### src/verilog/dtm_pkg.sv
package dtm_pkg;
  // ****************************************************************
  // Geometry
  // ****************************************************************
  localparam int DTM_NCH = 2;
  localparam int DTM_PS_W = 6;
  localparam int DTM_PS_D2 = 0;
  localparam int DTM_PS_D8 = 2;
  localparam int DTM_PS_D64 = 5;
  // ****************************************************************
  // Register byte offsets, channel 1 sits one stride above channel 0
  // ****************************************************************
  localparam logic [6:0] DTM_OFS_CTRL = 7'h00;
  localparam logic [6:0] DTM_OFS_STAT = 7'h04;
  localparam logic [6:0] DTM_OFS_CORA = 7'h08;
  localparam logic [6:0] DTM_OFS_CORB = 7'h0c;
  localparam logic [6:0] DTM_OFS_CNT = 7'h10;
  localparam logic [6:0] DTM_OFS_XCFG = 7'h14;
  localparam logic [6:0] DTM_OFS_STRIDE = 7'h20;
  localparam logic [6:0] DTM_OFS_MSTOP = 7'h40;
  // ****************************************************************
  // Field positions
  // ****************************************************************
  localparam int DTM_CTRL_IEB = 7;
  localparam int DTM_CTRL_IEA = 6;
  localparam int DTM_CTRL_OVIE = 5;
  localparam int DTM_CTRL_CCLR = 3;
  localparam int DTM_CTRL_CKS = 0;
  localparam int DTM_STAT_FLG = 5;
  localparam int DTM_STAT_ADC_TRIGGER_ENABLE = 4;
  localparam int DTM_STAT_OS = 0;
  // ****************************************************************
  // Encodings and reset values
  // ****************************************************************
  localparam logic [2:0] DTM_CKS_D2 = 3'h1;
  localparam logic [2:0] DTM_CKS_D8 = 3'h2;
  localparam logic [2:0] DTM_CKS_D64 = 3'h3;
  localparam logic [2:0] DTM_CKS_CASC = 3'h4;
  localparam logic [1:0] DTM_CCLR_A = 2'h1;
  localparam logic [1:0] DTM_CCLR_B = 2'h2;
  localparam logic [1:0] DTM_CCLR_EXT = 2'h3;
  localparam logic [1:0] DTM_OS_NOP = 2'h0;
  localparam logic [1:0] DTM_OS_LOW = 2'h1;
  localparam logic [1:0] DTM_OS_HIGH = 2'h2;
  localparam logic [1:0] DTM_OS_TOG = 2'h3;
  localparam logic [7:0] DTM_CTRL_RST = 8'h00;
  localparam logic [7:0] DTM_COR_RST = 8'hff;
  localparam logic [7:0] DTM_CNT_RST = 8'h00;
  localparam logic DTM_MSTOP_RST = 1'b1;
  typedef enum logic [1:0] {DTM_IDLE = 2'b01, DTM_ACK = 2'b10} dtm_bus_t;
endpackage

### src/verilog/dtm_timer.sv
`timescale 1ns/10ps
module dtm_timer
  import dtm_pkg::*;
(
  input wire logic CLK,
  input wire logic RST_B,
  input wire logic [6:0] AVS_ADDRESS,
  input wire logic AVS_READ,
  input wire logic AVS_WRITE,
  input wire logic [31:0] AVS_WRITEDATA,
  input wire logic [3:0] AVS_BYTEENABLE,
  output logic [31:0] AVS_READDATA,
  output logic AVS_WAITREQUEST,
  input wire logic [1:0] EXTERNAL_CLEAR_INPUT,
  output logic [1:0] TIMER_OUTPUT_PIN,
  output logic [1:0] MATCH_A_IRQ,
  output logic [1:0] MATCH_B_IRQ,
  output logic [1:0] OVERFLOW_IRQ,
  output logic TRANSFER_REQ,
  output logic [1:0] VECTOR_INDEX,
  input wire logic TRANSFER_ACK,
  input wire logic TRANSFER_DISABLE_SELECT,
  output logic ADC_START
);
  // ****************************************************************
  // Reset release and register storage
  // ****************************************************************
  logic [1:0] rst_sync_reg;
  logic rst_n;
  dtm_bus_t bus_state_reg;
  logic [7:0] rd_data_reg;
  logic mstop_reg;
  logic [DTM_PS_W-1:0] presc_reg;
  logic [7:0] ctrl_reg [0:1];
  logic [7:0] cora_reg [0:1];
  logic [7:0] corb_reg [0:1];
  logic [7:0] cnt_reg [0:1];
  logic [3:0] os_reg [0:1];
  logic [2:0] flg_reg [0:1];
  logic [2:0] seen_reg [0:1];
  logic [1:0] xcfg_reg;
  logic [1:0] ext_prev_reg;
  logic [1:0] pin_reg;
  logic adc_trigger_enable_reg;
  logic adc_reg;
  logic [7:0] rd_next;
  logic acc;
  logic wr_en;
  logic casc16;
  logic cmcnt;
  wire [1:0] itick;
  wire [1:0] tick;
  wire [1:0] mtick;
  wire [1:0] eqa;
  wire [1:0] eqb;
  wire [1:0] mat_a;
  wire [1:0] mat_b;
  wire [1:0] clr_own;
  wire [1:0] clr;
  wire [1:0] ovf;
  wire [1:0] wr_ctrl;
  wire [1:0] wr_stat;
  wire [1:0] wr_cora;
  wire [1:0] wr_corb;
  wire [1:0] wr_cnt;
  wire [1:0] wr_xcfg;
  wire [3:0] pend;
  wire [3:0] ack_clr;

  // Register address of a channel register
  function automatic logic dtm_hit(input logic [6:0] a, input logic [6:0] ofs,
                                   input int ch);
    dtm_hit = (a == 7'(ofs + ((ch == 1) ? DTM_OFS_STRIDE : 7'h00)));
  endfunction

  // Output action rank equals its code, so the larger action wins
  function automatic logic [1:0] dtm_pick(input logic [1:0] a, input logic [1:0] b);
    dtm_pick = (a > b) ? a : b;
  endfunction

  // Asynchronous assertion, release through two flops
  always_ff @(posedge CLK or negedge RST_B)
  begin
    if (!RST_B)
      rst_sync_reg <= 2'b00;
    else
      rst_sync_reg <= {rst_sync_reg[0], 1'b1};
  end
  assign rst_n = rst_sync_reg[1];

  // ****************************************************************
  // Avalon slave, one wait state on every access
  // ****************************************************************
  always_ff @(posedge CLK or negedge rst_n)
  begin
    if (!rst_n)
      bus_state_reg <= DTM_IDLE;
    else
    begin
      unique case (bus_state_reg)
        DTM_IDLE: if (AVS_READ | AVS_WRITE) bus_state_reg <= DTM_ACK;
        DTM_ACK: bus_state_reg <= DTM_IDLE;
      endcase
    end
  end

  assign acc = (bus_state_reg == DTM_ACK);
  assign AVS_WAITREQUEST = (AVS_READ | AVS_WRITE) & ~acc;
  assign wr_en = AVS_WRITE & acc & AVS_BYTEENABLE[0] & ~mstop_reg;
  assign AVS_READDATA = {24'h000000, rd_data_reg};

  // Read mux; while stopped only the stop control answers
  always_comb
  begin
    rd_next = 8'h00;
    if (AVS_ADDRESS == DTM_OFS_MSTOP)
      rd_next = {7'h00, mstop_reg};
    for (int c = 0; c < DTM_NCH; c++)
    begin
      if (!mstop_reg && dtm_hit(AVS_ADDRESS, DTM_OFS_CTRL, c))
        rd_next = ctrl_reg[c];
      if (!mstop_reg && dtm_hit(AVS_ADDRESS, DTM_OFS_STAT, c))
        rd_next = {flg_reg[c], (c == 0) ? adc_trigger_enable_reg : 1'b0, os_reg[c]};
      if (!mstop_reg && dtm_hit(AVS_ADDRESS, DTM_OFS_CORA, c))
        rd_next = cora_reg[c];
      if (!mstop_reg && dtm_hit(AVS_ADDRESS, DTM_OFS_CORB, c))
        rd_next = corb_reg[c];
      if (!mstop_reg && dtm_hit(AVS_ADDRESS, DTM_OFS_CNT, c))
        rd_next = cnt_reg[c];
      if (!mstop_reg && dtm_hit(AVS_ADDRESS, DTM_OFS_XCFG, c))
        rd_next = {7'h00, xcfg_reg[c]};
    end
  end

  // Read data is caught in the wait cycle and stands at the accept edge
  always_ff @(posedge CLK or negedge rst_n)
  begin
    if (!rst_n)
      rd_data_reg <= 8'h00;
    else if (AVS_READ && !acc)
      rd_data_reg <= rd_next;
  end

  // Module stop control, the only register open while stopped
  always_ff @(posedge CLK or negedge rst_n)
  begin
    if (!rst_n)
      mstop_reg <= DTM_MSTOP_RST;
    else if (AVS_WRITE && acc && AVS_BYTEENABLE[0] && AVS_ADDRESS == DTM_OFS_MSTOP)
      mstop_reg <= AVS_WRITEDATA[0];
  end

  // Prescaler runs only while the module is enabled
  always_ff @(posedge CLK or negedge rst_n)
  begin
    if (!rst_n)
      presc_reg <= '0;
    else if (!mstop_reg)
      presc_reg <= presc_reg + 1'b1;
  end

  // ****************************************************************
  // Count sources and cascade
  // ****************************************************************
  assign casc16 = (ctrl_reg[0][2:0] == DTM_CKS_CASC) & (ctrl_reg[1][2:0] != DTM_CKS_CASC);
  assign cmcnt = (ctrl_reg[1][2:0] == DTM_CKS_CASC) & (ctrl_reg[0][2:0] != DTM_CKS_CASC);
  // Upper byte steps when the lower byte wraps; both cascade codes stop all
  assign tick[0] = itick[0] | (casc16 & itick[1] & (cnt_reg[1] == 8'hff));
  assign tick[1] = itick[1] | (cmcnt & mat_a[0]);
  assign mtick[0] = casc16 ? itick[1] : tick[0];
  assign mtick[1] = tick[1];
  assign eqa[0] = casc16 ? ({cnt_reg[0], cnt_reg[1]} == {cora_reg[0], cora_reg[1]})
                         : (cnt_reg[0] == cora_reg[0]);
  assign eqb[0] = casc16 ? ({cnt_reg[0], cnt_reg[1]} == {corb_reg[0], corb_reg[1]})
                         : (cnt_reg[0] == corb_reg[0]);
  assign eqa[1] = (cnt_reg[1] == cora_reg[1]);
  assign eqb[1] = (cnt_reg[1] == corb_reg[1]);
  // In 16-bit mode both bytes follow the channel 0 clear only
  assign clr[0] = clr_own[0];
  assign clr[1] = casc16 ? clr_own[0] : clr_own[1];

  // Transfer requests, index 0 (channel 0 match A) has priority
  assign pend = {flg_reg[1][2] & ctrl_reg[1][DTM_CTRL_IEB], flg_reg[1][1] & ctrl_reg[1][DTM_CTRL_IEA],
                 flg_reg[0][2] & ctrl_reg[0][DTM_CTRL_IEB], flg_reg[0][1] & ctrl_reg[0][DTM_CTRL_IEA]};
  assign TRANSFER_REQ = |pend;
  assign VECTOR_INDEX = pend[0] ? 2'h0 : pend[1] ? 2'h1 : pend[2] ? 2'h2 : 2'h3;

  // ****************************************************************
  // Per-channel logic
  // ****************************************************************
  for (genvar ch = 0; ch < DTM_NCH; ch++)
  begin : g_ch
    wire [1:0] cclr = ctrl_reg[ch][4:3];
    wire ext_ev;
    wire [2:0] set_f;
    wire [2:0] clr_f;
    wire [1:0] act;

    dtm_tick_gen dtm_tick_gen_inst (
      .clk(CLK),
      .rst_n(rst_n),
      .stop(mstop_reg),
      .cks(ctrl_reg[ch][2:0]),
      .presc(presc_reg),
      .tick(itick[ch])
    );

    // Bus write strobes at the accept edge
    assign wr_ctrl[ch] = wr_en & dtm_hit(AVS_ADDRESS, DTM_OFS_CTRL, ch);
    assign wr_stat[ch] = wr_en & dtm_hit(AVS_ADDRESS, DTM_OFS_STAT, ch);
    assign wr_cora[ch] = wr_en & dtm_hit(AVS_ADDRESS, DTM_OFS_CORA, ch);
    assign wr_corb[ch] = wr_en & dtm_hit(AVS_ADDRESS, DTM_OFS_CORB, ch);
    assign wr_cnt[ch] = wr_en & dtm_hit(AVS_ADDRESS, DTM_OFS_CNT, ch);
    assign wr_xcfg[ch] = wr_en & dtm_hit(AVS_ADDRESS, DTM_OFS_XCFG, ch);

    // Match on the tick that leaves the equal value
    assign mat_a[ch] = mtick[ch] & eqa[ch] & ~wr_cora[ch];
    assign mat_b[ch] = mtick[ch] & eqb[ch] & ~wr_corb[ch];
    // Level mode clears every cycle the input is high, edge mode once
    assign ext_ev = xcfg_reg[ch] ? EXTERNAL_CLEAR_INPUT[ch]
                                 : EXTERNAL_CLEAR_INPUT[ch] & ~ext_prev_reg[ch];
    assign clr_own[ch] = ((cclr == DTM_CCLR_A) & mat_a[ch]) | ((cclr == DTM_CCLR_B) & mat_b[ch])
                       | ((cclr == DTM_CCLR_EXT) & ext_ev);
    assign ovf[ch] = tick[ch] & (cnt_reg[ch] == 8'hff) & ~clr[ch] & ~wr_cnt[ch];
    assign ack_clr[2*ch] = TRANSFER_ACK & ~TRANSFER_DISABLE_SELECT & (VECTOR_INDEX == 2'(2*ch));
    assign ack_clr[2*ch+1] = TRANSFER_ACK & ~TRANSFER_DISABLE_SELECT
                           & (VECTOR_INDEX == 2'(2*ch+1));
    assign set_f = {mat_b[ch], mat_a[ch], ovf[ch]};
    assign clr_f = ({3{wr_stat[ch]}} & ~AVS_WRITEDATA[7:5] & seen_reg[ch])
                 | {ack_clr[2*ch+1], ack_clr[2*ch], 1'b0};
    assign act = dtm_pick(mat_a[ch] ? os_reg[ch][1:0] : DTM_OS_NOP,
                          mat_b[ch] ? os_reg[ch][3:2] : DTM_OS_NOP);

    // Control, compare and option registers
    always_ff @(posedge CLK or negedge rst_n)
    begin
      if (!rst_n)
      begin
        ctrl_reg[ch] <= DTM_CTRL_RST;
        cora_reg[ch] <= DTM_COR_RST;
        corb_reg[ch] <= DTM_COR_RST;
        os_reg[ch] <= 4'h0;
        xcfg_reg[ch] <= 1'b0;
      end
      else
      begin
        if (wr_ctrl[ch])
          ctrl_reg[ch] <= AVS_WRITEDATA[7:0];
        if (wr_cora[ch])
          cora_reg[ch] <= AVS_WRITEDATA[7:0];
        if (wr_corb[ch])
          corb_reg[ch] <= AVS_WRITEDATA[7:0];
        if (wr_stat[ch])
          os_reg[ch] <= AVS_WRITEDATA[3:0];
        if (wr_xcfg[ch])
          xcfg_reg[ch] <= AVS_WRITEDATA[0];
      end
    end

    // Counter: clear, then write, then count
    always_ff @(posedge CLK or negedge rst_n)
    begin
      if (!rst_n)
        cnt_reg[ch] <= DTM_CNT_RST;
      else if (clr[ch])
        cnt_reg[ch] <= 8'h00;
      else if (wr_cnt[ch])
        cnt_reg[ch] <= AVS_WRITEDATA[7:0];
      else if (tick[ch])
        cnt_reg[ch] <= cnt_reg[ch] + 8'h01;
    end

    // Sticky flags, a new event beats a clear in the same cycle
    always_ff @(posedge CLK or negedge rst_n)
    begin
      if (!rst_n)
        flg_reg[ch] <= 3'h0;
      else
        flg_reg[ch] <= set_f | (flg_reg[ch] & ~clr_f);
    end

    // Remember flags seen as 1 by a read; a write of 0 only clears those
    always_ff @(posedge CLK or negedge rst_n)
    begin
      if (!rst_n)
        seen_reg[ch] <= 3'h0;
      else if (wr_stat[ch])
        seen_reg[ch] <= 3'h0;
      else if (AVS_READ && acc && !mstop_reg && dtm_hit(AVS_ADDRESS, DTM_OFS_STAT, ch))
        seen_reg[ch] <= seen_reg[ch] | rd_data_reg[7:5];
    end

    // Output pin and external clear history
    always_ff @(posedge CLK or negedge rst_n)
    begin
      if (!rst_n)
      begin
        pin_reg[ch] <= 1'b0;
        ext_prev_reg[ch] <= 1'b0;
      end
      else
      begin
        ext_prev_reg[ch] <= EXTERNAL_CLEAR_INPUT[ch];
        unique case (act)
          DTM_OS_NOP: pin_reg[ch] <= pin_reg[ch];
          DTM_OS_LOW: pin_reg[ch] <= 1'b0;
          DTM_OS_HIGH: pin_reg[ch] <= 1'b1;
          DTM_OS_TOG: pin_reg[ch] <= ~pin_reg[ch];
        endcase
      end
    end

    // Interrupt requests stay up until the flag is cleared
    assign MATCH_A_IRQ[ch] = flg_reg[ch][1] & ctrl_reg[ch][DTM_CTRL_IEA];
    assign MATCH_B_IRQ[ch] = flg_reg[ch][2] & ctrl_reg[ch][DTM_CTRL_IEB];
    assign OVERFLOW_IRQ[ch] = flg_reg[ch][0] & ctrl_reg[ch][DTM_CTRL_OVIE];
  end

  assign TIMER_OUTPUT_PIN = pin_reg;

  // A/D trigger, a one-cycle pulse after channel 0 match A
  always_ff @(posedge CLK or negedge rst_n)
  begin
    if (!rst_n)
    begin
      adc_trigger_enable_reg <= 1'b0;
      adc_reg <= 1'b0;
    end
    else
    begin
      if (wr_stat[0])
        adc_trigger_enable_reg <= AVS_WRITEDATA[DTM_STAT_ADC_TRIGGER_ENABLE];
      adc_reg <= adc_trigger_enable_reg & mat_a[0];
    end
  end
  assign ADC_START = adc_reg;
endmodule

### src/verilog/dtm_tick_gen.sv
`timescale 1ns/10ps
// Count tick from the selected prescaler tap, falling edge of its level
module dtm_tick_gen
  import dtm_pkg::*;
(
  input wire logic clk,
  input wire logic rst_n,
  input wire logic stop,
  input wire logic [2:0] cks,
  input wire logic [DTM_PS_W-1:0] presc,
  output logic tick
);
  logic lvl;
  logic lvl_reg;

  // Codes without an internal source read as a steady low level
  always_comb
  begin
    unique case (cks)
      DTM_CKS_D2: lvl = presc[DTM_PS_D2];
      DTM_CKS_D8: lvl = presc[DTM_PS_D8];
      DTM_CKS_D64: lvl = presc[DTM_PS_D64];
      default: lvl = 1'b0;
    endcase
  end

  // The edge is watched all the time, so a source switch that drops
  // the level also counts once; this is intended behaviour
  always_ff @(posedge clk or negedge rst_n)
  begin
    if (!rst_n)
      lvl_reg <= 1'b0;
    else
      lvl_reg <= lvl;
  end

  assign tick = ~stop & lvl_reg & ~lvl;
endmodule

### config.mk
export PLATFORM = sky130hd
export DESIGN_NAME = dtm_timer
export DESIGN_NICKNAME = d
export VERILOG_FILES = /design/src/verilog/dtm_pkg.sv /design/src/verilog/dtm_timer.sv /design/src/verilog/dtm_tick_gen.sv
export SDC_FILE = /design/constraint.sdc
export NUM_CORES = 1
export LEC_CHECK = 0
export CAP_MARGIN = 20
export CORE_UTILIZATION = 30
export DETAILED_ROUTE_END_ITERATION = 8
export DONT_BUFFER_PORTS = 1
export HOLD_SLACK_MARGIN = 0.02
export SYNTH_ARGS = -nofsm -noshare
export SYNTH_HDL_FRONTEND = slang
export SYNTH_HIERARCHICAL = 1
export SYNTH_SLANG_ARGS = --single-unit
### constraint.sdc
create_clock -name CLK -period 4.9 [get_ports CLK]
set_clock_uncertainty 0.1 [all_clocks]
set_input_delay 1.225 -clock CLK [delete_from_list [all_inputs] [get_ports CLK]]
set_output_delay 1.225 -clock CLK [all_outputs]
set_load 0.02 [all_outputs]
==> flow_summary.toml <==
[global_routing]
overflow = 0
antenna_found_initial = 0
grt.total_usage = 0.170
grt_pass1_wl_um = 27700
grt_pass1_vias = 4661
grt_max_degree = 70

[yosys]
async_reset_ff_frac = 1.00
syn_area_sq_um = 6590
synth_cell_types = 66
ys_warn_count = 6
yosys-top-cells-area = "dfrtp_1 30%, dfstp_2 14%, mux2_2 9.6%"
synthCells = 636
synth_top_area_share = 0.300
yosysTopAreaCell = "dfrtp_1"
synth_edf_count = 0
synth_top_flop_cell = "dfrtp_1"
synth_seq_cells = 113
avgSynthCellArea_sq_um = 10.4
yosysSeqAreaShare = 0.436

[worst_setup_path]
crit_path_end_kind = "register"
r2r_cells = 11
r2r_setup_slack_ns = 1.33
reg2reg_from = "ctrl_reg[1]$_DFFE_PN0P_"
cp.arrival_ns = 3.91
critPathLaunchType = "input pin"
path_class = "in2reg"
path_max_fanout = 10
required_ns = 5.11
worstReg2RegEnd = "TIMER_OUTPUT_PIN[0]$_DFFE_PN0P_"

[route]
vias_per_cell = 5.35
final_antenna_net_count = 0
post-route-drc-count = 0
vias = 4865
wl_per_cell_um = 19.9
wirelength_um = 18000
first_iter_violations = 371
firstDrtPassIters = 5

[floorplan]
die_h_um = 150
dieArea_sq_um = 22600
rows = 53
core_sq_um = 21300
die_w_um = 150
start_util = 0.309
ios = 96

[placement]
place_congestion = 0.866
place_area_sq_um = 6740
dp_hpwl_um = 12900
port_buffers = 0

[power]
p_total_uw = 2870
peakVddDrop_mv = 0.247
p_per_area_nw_per_um2 = 393
power_leakage_uw = 0.00299

[sta]
worst_pin_slew_ns = 0.977
tns_ns = 0
relSlewSlack = 0.339
finalHoldViolations = 0
slew_viol_final = 0
setup_violations = 0
period_share = 0.755
period_needed_ns = 3.70
grt_setup_unrepaired = "no"
max_freq_mhz = 270

[clock_tree]
numCtsBuffers = 17
htree_num_levels = 4
cts_tree = "done"
ctsHoldBuffers = 0
clk_latency_ns = 0.43
post_cts_buffers = 0
clock-sinks = 113
clkTransAtPathRegs_ns = 0.05
cts_max_path_buffers = 2
root_buffer = "clkbuf_16"
ctsResizeCount = 0

[hold_path]
hold_path_class = "reg2reg"
hold_depth = 0
worstHoldStart = "rst_sync_reg[0]$_DFF_PN0_"
worstHoldEndpoint = "rst_sync_reg[1]$_DFF_PN0_"

[final_layout]
num-nets-final = 681
area_growth_pct = 10.9
diodes = 0
drive_gt1_frac = 0.248
design_area_sq_um = 7310

[run]
drv_cap = 0

[run_status]
status = "finished clean"
stage by stage:
| stage | hold WS [ns] | utilization | instances | setup WS [ns] |
|---|---|---|---|---|
| after floorplan | 0.231 | - | 659 | 0.947 |
| after global placement | 0.233 | 0.316 | 877 | 0.800 |
| after detailed placement | 0.237 | 0.316 | 877 | 0.801 |
| after CTS | 0.249 | 0.343 | 909 | 1.26 |
| after global routing | 0.252 | 0.343 | 909 | 1.13 |
| final | 0.246 | 0.343 | 909 | 1.20 |
where the power goes:
part,leakage (uW),switching [uW],total [uW],internal [uW]
registers,0.00138,182,1230,1050
clock network,0.000278,433,1200,767
logic,0.00133,234,437,203
how the worst max path moves through the flow:
| stage | cells after the start | slack [ns] | end | from |
|---|---|---|---|---|
| 3_3_place_gp | 10 | 0.80 | TIMER_OUTPUT_PIN[0]$_DFFE_PN0P_ | AVS_ADDRESS[5] |
| 4_1_cts | 10 | 1.26 | TIMER_OUTPUT_PIN[0]$_DFFE_PN0P_ | AVS_ADDRESS[5] |
| 2_1_floorplan | 11 | 0.95 | TIMER_OUTPUT_PIN[1]$_DFFE_PN0P_ | AVS_ADDRESS[4] |
| 5_1_grt | 13 | 1.13 | TIMER_OUTPUT_PIN[0]$_DFFE_PN0P_ | ctrl_reg[1]$_DFFE_PN0P_ |
| 3_5_place_dp | 10 | 0.80 | TIMER_OUTPUT_PIN[0]$_DFFE_PN0P_ | AVS_ADDRESS[5] |
| 6_report | 10 | 1.20 | TIMER_OUTPUT_PIN[0]$_DFFE_PN0P_ | AVS_ADDRESS[5] |
Yosys cell counts, types with 12 or more instances:
| library cell | instances |
|---|---|
| o21ai_0 | 23 |
| buf_4 | 25 |
| dfstp_2 | 34 |
| nand2_1 | 40 |
| nand4_1 | 14 |
| xnor2_1 | 33 |
| a21oi_1 | 19 |
| nor2_1 | 47 |
| xor2_1 | 18 |
| and2_1 | 14 |
| nand3_1 | 12 |
| a211oi_1 | 12 |
| dfrtp_1 | 79 |
| inv_1 | 16 |
| mux2_2 | 56 |
| clkbuf_1 | 24 |
placed cells by master, fill, tap and decap left out, types with 4 or more instances in the layout:
cell       instances
a21oi_1           19
xor2_1            18
clkbuf_16         17
xnor2_1           33
nand4_1           14
and3_1             8
nand4b_1           4
mux2i_1            7
o21ai_0           23
nand2b_1          10
buf_4              8
o31ai_1            4
nor2b_1            4
nor2_1            47
mux2_2            56
and2_1            14
conb_1            25
inv_1             16
nand3b_1           7
ha_1               9
clkinv_2           6
a22oi_1           10
nor4b_1            5
nor3_1             5
nand3_1           12
a31o_2             7
dfrtp_1           78
mux4_2             6
nand2_1           40
dfstp_2           34
a221oi_1          10
a211oi_1          12
a31oi_1            9
critical path, stage by stage:
cell	delay [ns]
or4_1	0.63
or3b_1	0.64
and3_4	0.27
and2_2	0.22
nand2_1	0.10
ha_1	0.25
a21oi_1	0.13
a21oi_1	0.07
nand2b_1	0.14
a31o_2	0.24
cells by family after synthesis:
logic type,synth area share
and+or+nand+nor,0.171
AOI/OAI and AO/OA,0.118
DFF,0.436
xor gates and xnor gates,0.0678
muxes,0.127
buffers and inverters,0.0629
adders and majority gates,0.0171
other,0.00114
final cells by class:
cell class              instances  area (sq um)
multi-input cells             465          3400
fillers                      2113         14000
clock buffers                  21           460
inverters                      16          60.1
clock inverters                11           113
flip-flops and latches        113          2870
well taps                     275           344
repair buffers                  8          60.1
metal layers:
layer	share of wire	up-vias	global-route usage	routed length, um
met5	0	-	0	0
met3	0.087	32	0.0630	1570
met4	0.023	0	0.0707	424
met1	0.44	2427	0.221	7880
met2	0.45	185	0.254	8180
li1	-	2221	-	-
Power figures use the tool's default switching activity.
